===== src/fpm_params.svh =====
/*
 * Constants of the front-panel monitor: register offsets, field
 * positions, reset values and encoder limits.
 * Assumes inclusion by bare name from the monitor's files.
 */
`ifndef FPM_PARAMS_SVH
`define FPM_PARAMS_SVH

`define FPM_OFF_CTRL        12'h000
`define FPM_OFF_STATUS      12'h004
`define FPM_OFF_MASK        12'h008
`define FPM_OFF_CAUSE       12'h00C
`define FPM_OFF_SEG         12'h010
`define FPM_OFF_SINGLE      12'h014
`define FPM_OFF_MULTI       12'h018
`define FPM_OFF_ALMHEAD     12'h01C
`define FPM_OFF_ALMPUSH     12'h020
`define FPM_OFF_LOAD        12'h024
`define FPM_OFF_VIEW        12'h028
`define FPM_OFF_SETUP       12'h02C

`define FPM_CTRL_LIMIT_BIT  0
`define FPM_CTRL_ZCLAMP_BIT 1
`define FPM_CTRL_IOSEL_BIT  2

`define FPM_VIEW_MAX        6'h2A
`define FPM_VIEW_DEFAULT    6'h22
`define FPM_ST_MAX          23'h7FFFFF
`define FPM_ALARM_DEPTH     14
`define FPM_LOAD_WARN       8'h55
`define FPM_CAUSE_NONE      4'h0
`define FPM_RESP_OKAY       2'h0
`define FPM_RESP_SLVERR     2'h2

`endif


===== src/fpm_pkg.sv =====
/*
 * Types of the front-panel monitor.
 * Assumes fpm_params.svh for the constant values.
 */
package fpm_pkg;

    typedef struct packed {
        logic       undervolt;
        logic       servo_on_input;
        logic       drive_alarm;
        logic       relay_closed;
        logic       estop;
        logic       pos_cmd_low;
        logic       torque_limited;
        logic       positive_limit_input;
        logic       negative_limit_input;
        logic       vel_cmd_pos;
        logic       vel_cmd_neg;
        logic       zero_clamp_input;
        logic       vel_mode_low;
        logic       torque_mode_low;
        logic       bus_estop;
    } fpm_status_s;

    typedef struct packed {
        logic       step;
        logic       ccw;
    } fpm_enc_s;

    typedef enum logic [1:0] {
        FPM_AX_IDLE = 2'b00,
        FPM_AX_RESP = 2'b01
    } fpm_axi_e;

endpackage : fpm_pkg


===== src/fpm_encoder_count.sv =====
/*
 * Single-turn and multiturn encoder counter with wrap.
 * Assumes one step pulse per count, on the module clock.
 */
`timescale 1ns/1ns
`include "fpm_params.svh"

module fpm_encoder_count
    import fpm_pkg::*;
#(
    parameter int ST_BITS = 23
)
(
    input  wire logic                clk,
    input  wire logic                rst_n,
    input  wire logic                ce,
    input  wire fpm_enc_s            enc,
    output logic [ST_BITS-1:0]       single_turn,
    output logic signed [15:0]       multi_turn
);

    initial
    begin
        if (ST_BITS != 23)
            $error("fpm_encoder_count: only a 23-bit encoder is served");
    end

    // At a wrap, both counters move in one edge
    always_ff @(posedge clk or negedge rst_n)
    begin
        if (!rst_n)
        begin
            single_turn <= '0;
            multi_turn  <= 16'sh0000;
        end
        else if (ce && enc.step)
        begin
            if (enc.ccw)
            begin
                if (single_turn == `FPM_ST_MAX)
                begin
                    single_turn <= '0;
                    multi_turn  <= multi_turn + 16'sh0001; // Wraps 32767 to -32768
                end
                else
                    single_turn <= single_turn + 23'h000001;
            end
            else
            begin
                if (single_turn == '0)
                begin
                    single_turn <= `FPM_ST_MAX;
                    multi_turn  <= multi_turn - 16'sh0001;
                end
                else
                    single_turn <= single_turn - 23'h000001;
            end
        end
    end

endmodule : fpm_encoder_count


===== src/fpm_front_panel.sv =====
/*
 * Front-panel monitor of a servo drive: I/O segment view, alarm
 * history, load warnings, not-running cause and encoder counters,
 * all reached over AXI4-Lite.
 * Assumes status inputs are asynchronous levels, keys are pins,
 * encoder steps and alarm pushes are on MCLK.
 */
`timescale 1ns/1ns
`include "fpm_params.svh"

module fpm_front_panel
    import fpm_pkg::*;
#(
    parameter int NCH = 10
)
(
    input  wire logic              MCLK,
    input  wire logic              NRST,
    input  wire logic              CE,
    input  wire logic [11:0]       S_AXI_AWADDR,
    input  wire logic              S_AXI_AWVALID,
    output logic                   S_AXI_AWREADY,
    input  wire logic [31:0]       S_AXI_WDATA,
    input  wire logic [3:0]        S_AXI_WSTRB,
    input  wire logic              S_AXI_WVALID,
    output logic                   S_AXI_WREADY,
    output logic [1:0]             S_AXI_BRESP,
    output logic                   S_AXI_BVALID,
    input  wire logic              S_AXI_BREADY,
    input  wire logic [11:0]       S_AXI_ARADDR,
    input  wire logic              S_AXI_ARVALID,
    output logic                   S_AXI_ARREADY,
    output logic [31:0]            S_AXI_RDATA,
    output logic [1:0]             S_AXI_RRESP,
    output logic                   S_AXI_RVALID,
    input  wire logic              S_AXI_RREADY,
    input  wire logic [NCH-1:0]    DIN,
    input  wire logic [NCH-1:0]    DOUT,
    input  wire fpm_status_s       STATUS,
    input  wire logic              KEY_UP,
    input  wire logic              KEY_DOWN,
    input  wire logic              KEY_SET,
    input  wire logic [7:0]        REGEN_LOAD,
    input  wire logic [7:0]        OVERLOAD,
    input  wire fpm_enc_s          ENC,
    output logic [NCH-1:0]         SEG_UPPER,
    output logic [NCH-1:0]         SEG_LOWER,
    output logic [NCH-1:0]         SEG_DP,
    output logic [7:0]             ALARM_SHOWN,
    output logic [3:0]             NO_RUN_CAUSE,
    output logic [5:0]             VIEW_SELECT,
    output logic                   IRQ
);

    initial
    begin
        if (NCH != 10)
            $error("fpm_front_panel: ten channels per view are served");
    end

    localparam int SYNC_W = 2 * NCH + $bits(fpm_status_s) + 3;

    // Two-stage synchronisers for pin inputs
    logic [SYNC_W-1:0] sync1_reg;
    logic [SYNC_W-1:0] sync2_reg;

    always_ff @(posedge MCLK or negedge NRST)
    begin
        if (!NRST)
        begin
            sync1_reg <= '0;
            sync2_reg <= '0;
        end
        else if (CE)
        begin
            sync1_reg <= {DIN, DOUT, STATUS, KEY_UP, KEY_DOWN, KEY_SET};
            sync2_reg <= sync1_reg;
        end
    end

    logic [NCH-1:0] din_s;
    logic [NCH-1:0] dout_s;
    fpm_status_s    st_s;
    logic           key_up_s;
    logic           key_down_s;
    logic           key_set_s;

    assign {din_s, dout_s, st_s, key_up_s, key_down_s, key_set_s} = sync2_reg;

    logic key_up_q;
    logic key_down_q;
    logic key_set_q;

    always_ff @(posedge MCLK or negedge NRST)
    begin
        if (!NRST)
        begin
            key_up_q   <= 1'b0;
            key_down_q <= 1'b0;
            key_set_q  <= 1'b0;
        end
        else if (CE)
        begin
            key_up_q   <= key_up_s;
            key_down_q <= key_down_s;
            key_set_q  <= key_set_s;
        end
    end

    logic up_press;
    logic down_press;
    logic set_press;

    assign up_press   = key_up_s && !key_up_q;
    assign down_press = key_down_s && !key_down_q;
    assign set_press  = key_set_s && !key_set_q;

    // Software-held registers
    logic [2:0]  ctrl_reg;
    logic [4:0]  status_reg;
    logic [4:0]  mask_reg;
    logic [5:0]  setup_reg = `FPM_VIEW_DEFAULT;
    logic [5:0]  view_reg;
    logic        view_loaded_reg;

    // Alarm history ring
    localparam int AD = `FPM_ALARM_DEPTH;
    logic [7:0] alarm_mem [AD];
    logic [3:0] alarm_wr_reg;
    logic [3:0] alarm_cnt_reg;
    logic [3:0] alarm_sel_reg;

    // Bus handshake
    logic        aw_seen_reg;
    logic        w_seen_reg;
    logic [11:0] awaddr_reg;
    logic [31:0] wdata_reg;
    logic [3:0]  wstrb_reg;
    logic        wr_fire;
    logic        rd_fire;

    assign S_AXI_AWREADY = !aw_seen_reg && !S_AXI_BVALID;
    assign S_AXI_WREADY  = !w_seen_reg && !S_AXI_BVALID;
    assign S_AXI_ARREADY = !S_AXI_RVALID;
    assign wr_fire       = aw_seen_reg && w_seen_reg && !S_AXI_BVALID;
    assign rd_fire       = S_AXI_ARVALID && S_AXI_ARREADY;

    always_ff @(posedge MCLK or negedge NRST)
    begin
        if (!NRST)
        begin
            aw_seen_reg  <= 1'b0;
            w_seen_reg   <= 1'b0;
            awaddr_reg   <= '0;
            wdata_reg    <= '0;
            wstrb_reg    <= '0;
            S_AXI_BVALID <= 1'b0;
            S_AXI_BRESP  <= `FPM_RESP_OKAY;
        end
        else if (CE)
        begin
            if (S_AXI_AWVALID && S_AXI_AWREADY)
            begin
                aw_seen_reg <= 1'b1;
                awaddr_reg  <= S_AXI_AWADDR;
            end
            if (S_AXI_WVALID && S_AXI_WREADY)
            begin
                w_seen_reg <= 1'b1;
                wdata_reg  <= S_AXI_WDATA;
                wstrb_reg  <= S_AXI_WSTRB;
            end
            if (wr_fire)
            begin
                aw_seen_reg  <= 1'b0;
                w_seen_reg   <= 1'b0;
                S_AXI_BVALID <= 1'b1;
                case (awaddr_reg)
                    `FPM_OFF_CTRL, `FPM_OFF_MASK, `FPM_OFF_ALMPUSH, `FPM_OFF_SETUP:
                        S_AXI_BRESP <= `FPM_RESP_OKAY;
                    default:
                        S_AXI_BRESP <= `FPM_RESP_SLVERR;
                endcase
            end
            else if (S_AXI_BVALID && S_AXI_BREADY)
                S_AXI_BVALID <= 1'b0;
        end
    end

    logic wr_ctrl;
    logic wr_mask;
    logic wr_push;
    logic wr_setup;

    assign wr_ctrl  = wr_fire && awaddr_reg == `FPM_OFF_CTRL && wstrb_reg[0];
    assign wr_mask  = wr_fire && awaddr_reg == `FPM_OFF_MASK && wstrb_reg[0];
    assign wr_push  = wr_fire && awaddr_reg == `FPM_OFF_ALMPUSH && wstrb_reg[0];
    assign wr_setup = wr_fire && awaddr_reg == `FPM_OFF_SETUP && wstrb_reg[0];

    always_ff @(posedge MCLK or negedge NRST)
    begin
        if (!NRST)
        begin
            ctrl_reg <= '0;
            mask_reg <= '0;
        end
        else if (CE)
        begin
            if (wr_ctrl)
                ctrl_reg <= wdata_reg[2:0];
            if (wr_mask)
                mask_reg <= wdata_reg[4:0];
        end
    end

    // Setting takes effect at the next restart only
    // Kept through NRST, so a restart picks it up
    always_ff @(posedge MCLK)
    begin
        if (CE && wr_setup && wdata_reg[5:0] <= `FPM_VIEW_MAX)
            setup_reg <= wdata_reg[5:0];
    end

    always_ff @(posedge MCLK or negedge NRST)
    begin
        if (!NRST)
        begin
            view_reg        <= `FPM_VIEW_DEFAULT;
            view_loaded_reg <= 1'b0;
        end
        else if (CE && !view_loaded_reg)
        begin
            view_reg        <= setup_reg;
            view_loaded_reg <= 1'b1;
        end
    end

    // Alarm history: newest entry at index 0 of the browse
    always_ff @(posedge MCLK or negedge NRST)
    begin
        if (!NRST)
        begin
            alarm_wr_reg  <= '0;
            alarm_cnt_reg <= '0;
            alarm_sel_reg <= '0;
        end
        else if (CE)
        begin
            if (wr_push)
            begin
                alarm_wr_reg  <= (alarm_wr_reg == 4'(AD - 1)) ? 4'h0 : alarm_wr_reg + 4'h1;
                if (alarm_cnt_reg != 4'(AD))
                    alarm_cnt_reg <= alarm_cnt_reg + 4'h1;
                alarm_sel_reg <= '0;
            end
            else if (up_press && alarm_cnt_reg != 4'h0
                     && alarm_sel_reg != alarm_cnt_reg - 4'h1)
                alarm_sel_reg <= alarm_sel_reg + 4'h1;
            else if (down_press && alarm_sel_reg != 4'h0)
                alarm_sel_reg <= alarm_sel_reg - 4'h1;
        end
    end

    always_ff @(posedge MCLK)
    begin
        if (CE && wr_push)
            alarm_mem[alarm_wr_reg] <= wdata_reg[7:0];
    end

    logic [4:0] alarm_idx;
    assign alarm_idx = (5'(alarm_wr_reg) + 5'(AD) - 5'd1 - 5'(alarm_sel_reg)) % 5'(AD);

    // Not-running cause, first match in code order
    logic [3:0] cause_next;

    always_comb
    begin
        cause_next = `FPM_CAUSE_NONE;
        if (st_s.undervolt)                                  cause_next = 4'h1;
        else if (!st_s.servo_on_input)                       cause_next = 4'h2;
        else if (!ctrl_reg[`FPM_CTRL_LIMIT_BIT]
                 && ((!st_s.positive_limit_input && st_s.vel_cmd_pos)
                  || (!st_s.negative_limit_input && st_s.vel_cmd_neg)))
                                                             cause_next = 4'h3;
        else if (st_s.drive_alarm)                           cause_next = 4'h4;
        else if (!st_s.relay_closed)                         cause_next = 4'h5;
        else if (st_s.estop)                                 cause_next = 4'h6;
        else if (st_s.pos_cmd_low)                           cause_next = 4'h7;
        else if (st_s.torque_limited)                        cause_next = 4'h8;
        else if (ctrl_reg[`FPM_CTRL_ZCLAMP_BIT] && !st_s.zero_clamp_input)
                                                             cause_next = 4'h9;
        else if (st_s.vel_mode_low)                          cause_next = 4'hA;
        else if (st_s.torque_mode_low)                       cause_next = 4'hC;
        else if (st_s.bus_estop)                             cause_next = 4'hD;
    end

    // Segment drive for the I/O view
    logic [NCH-1:0] io_sel;
    assign io_sel = ctrl_reg[`FPM_CTRL_IOSEL_BIT] ? dout_s : din_s;

    logic [4:0] event_now;
    logic       cause_q;
    logic       regen_q;
    logic       over_q;
    logic       regen_warn;
    logic       over_warn;

    assign regen_warn = REGEN_LOAD >= `FPM_LOAD_WARN;
    assign over_warn  = OVERLOAD >= `FPM_LOAD_WARN;

    always_ff @(posedge MCLK or negedge NRST)
    begin
        if (!NRST)
        begin
            SEG_UPPER    <= '0;
            SEG_LOWER    <= '0;
            SEG_DP       <= '0;
            ALARM_SHOWN  <= '0;
            NO_RUN_CAUSE <= `FPM_CAUSE_NONE;
            VIEW_SELECT  <= `FPM_VIEW_DEFAULT;
            cause_q      <= 1'b0;
            regen_q      <= 1'b0;
            over_q       <= 1'b0;
        end
        else if (CE)
        begin
            // Bit i is digit i from the right, channel i+1
            SEG_UPPER    <= io_sel;
            SEG_LOWER    <= ~io_sel;
            SEG_DP       <= {NCH{!ctrl_reg[`FPM_CTRL_IOSEL_BIT]}};
            ALARM_SHOWN  <= (alarm_cnt_reg == 4'h0) ? 8'h00 : alarm_mem[alarm_idx[3:0]];
            NO_RUN_CAUSE <= cause_next;
            VIEW_SELECT  <= view_reg;
            cause_q      <= cause_next != `FPM_CAUSE_NONE;
            regen_q      <= regen_warn;
            over_q       <= over_warn;
        end
    end

    // Events: new cause, regen warn, overload warn, alarm push, set key
    assign event_now = {set_press, wr_push, over_warn && !over_q,
                        regen_warn && !regen_q,
                        (cause_next != `FPM_CAUSE_NONE) && !cause_q};

    logic rd_status;
    assign rd_status = rd_fire && S_AXI_ARADDR == `FPM_OFF_STATUS;

    // Set wins over the read-clear
    always_ff @(posedge MCLK or negedge NRST)
    begin
        if (!NRST)
            status_reg <= '0;
        else if (CE)
            status_reg <= (rd_status ? 5'h00 : status_reg) | event_now;
    end

    assign IRQ = |(status_reg & mask_reg);

    // Encoder counters
    logic [22:0]        single_turn;
    logic signed [15:0] multi_turn;

    fpm_encoder_count #(
        .ST_BITS     (23)
    ) u_enc (
        .clk         (MCLK),
        .rst_n       (NRST),
        .ce          (CE),
        .enc         (ENC),
        .single_turn (single_turn),
        .multi_turn  (multi_turn)
    );

    // Read channel
    always_ff @(posedge MCLK or negedge NRST)
    begin
        if (!NRST)
        begin
            S_AXI_RVALID <= 1'b0;
            S_AXI_RDATA  <= '0;
            S_AXI_RRESP  <= `FPM_RESP_OKAY;
        end
        else if (CE)
        begin
            if (rd_fire)
            begin
                S_AXI_RVALID <= 1'b1;
                S_AXI_RRESP  <= `FPM_RESP_OKAY;
                case (S_AXI_ARADDR)
                    `FPM_OFF_CTRL:    S_AXI_RDATA <= {29'h0, ctrl_reg};
                    `FPM_OFF_STATUS:  S_AXI_RDATA <= {27'h0, status_reg};
                    `FPM_OFF_MASK:    S_AXI_RDATA <= {27'h0, mask_reg};
                    `FPM_OFF_CAUSE:   S_AXI_RDATA <= {28'h0, cause_next};
                    `FPM_OFF_SEG:     S_AXI_RDATA <= {2'h0, SEG_DP, SEG_LOWER, SEG_UPPER};
                    `FPM_OFF_SINGLE:  S_AXI_RDATA <= {9'h0, single_turn};
                    `FPM_OFF_MULTI:   S_AXI_RDATA <= {{16{multi_turn[15]}}, multi_turn};
                    `FPM_OFF_ALMHEAD: S_AXI_RDATA <= {16'h0, alarm_cnt_reg, alarm_sel_reg,
                                                      ALARM_SHOWN};
                    `FPM_OFF_LOAD:    S_AXI_RDATA <= {16'h0, OVERLOAD, REGEN_LOAD};
                    `FPM_OFF_VIEW:    S_AXI_RDATA <= {26'h0, view_reg};
                    `FPM_OFF_SETUP:   S_AXI_RDATA <= {26'h0, setup_reg};
                    `FPM_OFF_ALMPUSH: S_AXI_RDATA <= '0;
                    default:
                    begin
                        S_AXI_RDATA <= '0;
                        S_AXI_RRESP <= `FPM_RESP_SLVERR;
                    end
                endcase
            end
            else if (S_AXI_RVALID && S_AXI_RREADY)
                S_AXI_RVALID <= 1'b0;
        end
    end

endmodule : fpm_front_panel


===== config.mk =====
export PLATFORM = sky130hd
export DESIGN_NAME = fpm_front_panel
export DESIGN_NICKNAME = d
export VERILOG_FILES = /design/src/fpm_pkg.sv /design/src/fpm_encoder_count.sv /design/src/fpm_front_panel.sv
export VERILOG_INCLUDE_DIRS = /design/src
export SDC_FILE = /design/constraint.sdc
export NUM_CORES = 1
export LEC_CHECK = 0
export BUFFER_PORTS_ARGS = -buffer_cell sky130_fd_sc_hd__buf_2
export CORE_MARGIN = 1
export CORE_UTILIZATION = 45
export CTS_CLUSTER_DIAMETER = 100
export DETAILED_ROUTE_END_ITERATION = 16
export SYNTH_ARGS = -nofsm -noshare
export SYNTH_HDL_FRONTEND = slang
export SYNTH_HIERARCHICAL = 1
export SYNTH_SLANG_ARGS = --single-unit

===== constraint.sdc =====
create_clock -name MCLK -period 8.2 [get_ports MCLK]
set_input_delay 1.64 -clock MCLK [delete_from_list [all_inputs] [get_ports MCLK]]
set_output_delay 1.64 -clock MCLK [all_outputs]
set_load 0.005 [all_outputs]

==> impl_metrics.tcl <==
set metrics [dict create \
    run_status "finished, final reports clean" \
    fin_crit_sh_pct 58.8 \
    cp.arrival_ns 5.24 \
    nets 1856 \
    cpMostUsedCell "ha_1" \
    io_buffers 184 \
    floorplan.initialDensity_pct 46.1 \
    viasPerCell 5.84 \
    grt_usage_pct 24.1 \
    fin_setup_tns_ns 0 \
    synth_top_cells_by_area "dfrtp_1, edfxtp_1, mux2_2" \
    wl_per_cell_um 21.6 \
    synth-edff-count 118 \
    cp_slowest_cell "dfrtp_1" \
    antenna_found_initial 1 \
    ys_warn_count 6 \
    ir_worst_vdd_mv 0.261 \
    max_stage_delay_ns 0.51 \
    netlist_area_sq_mm 0.0180 \
    ioPinCount 214 \
    worstPathMaxFanout 12 \
    clk_latency_ns 0.57 \
    finalMaxSlewViolations 0 \
    path_clk_slew_ns 0.07 \
    largest_reg_flops 112 \
    leakagePower_nw 8.56 \
    cts_resized 0 \
    synth_ff_type "dfrtp_1" \
    avgSynthCellArea_sq_um 11.5 \
    relSlewSlack_pct 24.2 \
    nFillCells 3455 \
    cp-end-kind "flop" \
    layout-drive-gt1-share_pct 25.8 \
    grt_pass1_vias 13000 \
    final_antenna_net_count 0 \
    setup_viol 0 \
    netlist.top_cell.by_area "dfrtp_1" \
    grt_max_degree 135 \
    timing.hold.ws_ns 0.462 \
    clock_skew_ns 0.0178 \
    cts_buffers 41 \
    fmax_mhz 208 \
    dr.first_iter.drc_count 981 \
    max-clock-path-buffers 3 \
    cts-root-buf "clkbuf_16" \
    dieArea_sq_mm 0.0409 \
    yosysTopAreaCellShare_pct 33.3 \
    antenna_cells 0 \
    grt_overflow_total 0 \
    place_ws_ns 3.19 \
    core_sq_mm 0.0391 \
    p_per_area_mw_per_mm2 312 \
    num_vias 13100 \
    gp_congestion 0.923 \
    grt_pass1_wl_um 76000 \
    async_flop_share_pct 67.4 \
    postSynthCellCount 1564 \
    htreeDepth 2 \
    rows 72 \
    routed_wl_um 48700 \
    multi_input_area_sq_mm 0.00769 \
    dp_hpwl_um 34300 \
    path_cells "inv_1 -> ha_1 -> inv_1 -> ha_1 -> and3_1 -> nor3_1 -> nor2_1 -> a21boi_0 -> ha_1 -> o21ai_1 -> o22ai_1 -> o21ai_1 -> or2_1 -> o211ai_1 -> o2111ai_1" \
    drc_errors 0 \
    min_period_ns 4.82 \
    clock-sinks 362 \
    start_kind "flop" \
    rsz0062_at_grt "false" \
    yosysMostFrequentCell "dfrtp_1" \
    area_growth_syn_to_layout_pct 14.5 \
    crit_family "compound AO/OA/AOI/OAI gates" \
    ys_seq_area_share_pct 53.5 \
    ctsHoldBuffers 0 \
    worstHoldPathType "flop to flop" \
    die_w_um 202 \
    fin_area_sq_mm 0.0206 \
    worstSetupPathType "flop to flop" \
    tightest_slew_ns 1.13 \
    synthDistinctLibCells 89 \
    ys_ff_latch 362 \
    worstPathRequired_ns 8.62 \
    synth_common_cells "dfrtp_1, mux2_2, nand2_1" \
    final_hold_viol_count 0 \
    cts_tree "built" \
    post_dp_cell_area_sq_mm 0.0193 \
    die_height_um 202 \
    layout_setup_ws_ns 3.38 \
    post_cts_buffers 0 \
    seqCellArea_sq_mm 0.00965 \
    drv_cap 0 \
    dr.pass1.iters 5 \
    critPathBufInv 2 \
]
[per-stage QoR]
step | instances | total power, W | util [%]
after floorplan | 1565 | 0.00394 | -
after global placement | 2173 | 0.00454 | 49.3
after detailed placement | 2173 | 0.00459 | 49.3
after CTS | 2249 | 0.00651 | 52.8
after global routing | 2249 | 0.00679 | 52.8
final | 2249 | 0.00644 | 52.8
[final cells by class]
| cell class | instances | area share (%) |
|---|---|---|
| multi-input cells | 1041 | 37.3 |
| inverters | 52 | 0.945 |
| clock inverters | 23 | 1.39 |
| well taps | 518 | 3.14 |
| flip-flops and latches | 362 | 46.8 |
| clock buffers | 53 | 5.33 |
| repair buffers | 200 | 5.18 |
[worst paths after layout]
| kind | startpoint | endpoint | slack [ns] | depth (start not counted) |
|---|---|---|---|---|
| setup / recovery | alarm_wr_reg[3] | ALARM_SHOWN[2] | 3.38 | 15 |
| hold / removal | view_loaded_reg | view_loaded_reg | 0.46 | 1 |
| setup reg to reg | alarm_wr_reg[3] | ALARM_SHOWN[2] | 3.38 | 15 |
| hold reg to reg | view_loaded_reg | view_loaded_reg | 0.46 | 1 |
| max in group asynchronous | NRST | wdata_reg[1] | 5.78 | 2 |
| min in group asynchronous | NRST | sync1_reg[20] | 1.11 | 1 |
[per-layer routing]
metal  share of wire [%]  up-vias  track usage [%]
met2                  47      453             38.9
met5                   0        -                0
met1                  45     6518             33.2
met4                 2.4        0             7.84
li1                    -     6094                -
met3                 5.9       64             4.10
[kinds of logic (layout without fill, tap and decap cells)]
kind of cell	count (synthesis)	count (layout)	synth area share, %
AO/OA/AOI/OAI	350	350	13.0
XOR/XNOR	35	35	1.74
adder cells (fa/ha/maj)	34	34	2.48
buffers and inverters	162	328	3.93
flip-flops	362	362	53.5
multiplexers	193	193	13.4
other	1	2	0.0208
AND/OR/NAND/NOR	427	427	11.9
[where the power goes]
part | switching, W | internal, W | total [W]
registers | 0.000374 | 0.00216 | 0.00254
clock network | 0.000769 | 0.00112 | 0.00189
logic | 0.00116 | 0.000858 | 0.00202
total | 0.00230 | 0.00414 | 0.00644
[cell usage in the layout, fill, tap and decap left out, types with 20 or more instances in the layout]
cell type | synthesis | routed
edfxtp_1 | 118 | 118
xnor2_1 | 20 | 20
clkbuf_16 | 0 | 41
nor2_1 | 75 | 75
nand3_1 | 46 | 46
buf_2 | 8 | 182
ha_1 | 31 | 31
nand2_1 | 125 | 125
o21ai_0 | 96 | 96
inv_1 | 52 | 52
a21o_1 | 22 | 22
dfrtp_1 | 240 | 240
a21oi_1 | 60 | 60
mux2i_1 | 35 | 35
nand2b_1 | 25 | 25
nor3_1 | 46 | 46
mux4_2 | 26 | 26
mux2_2 | 125 | 125
Power figures use the tool's default switching activity.
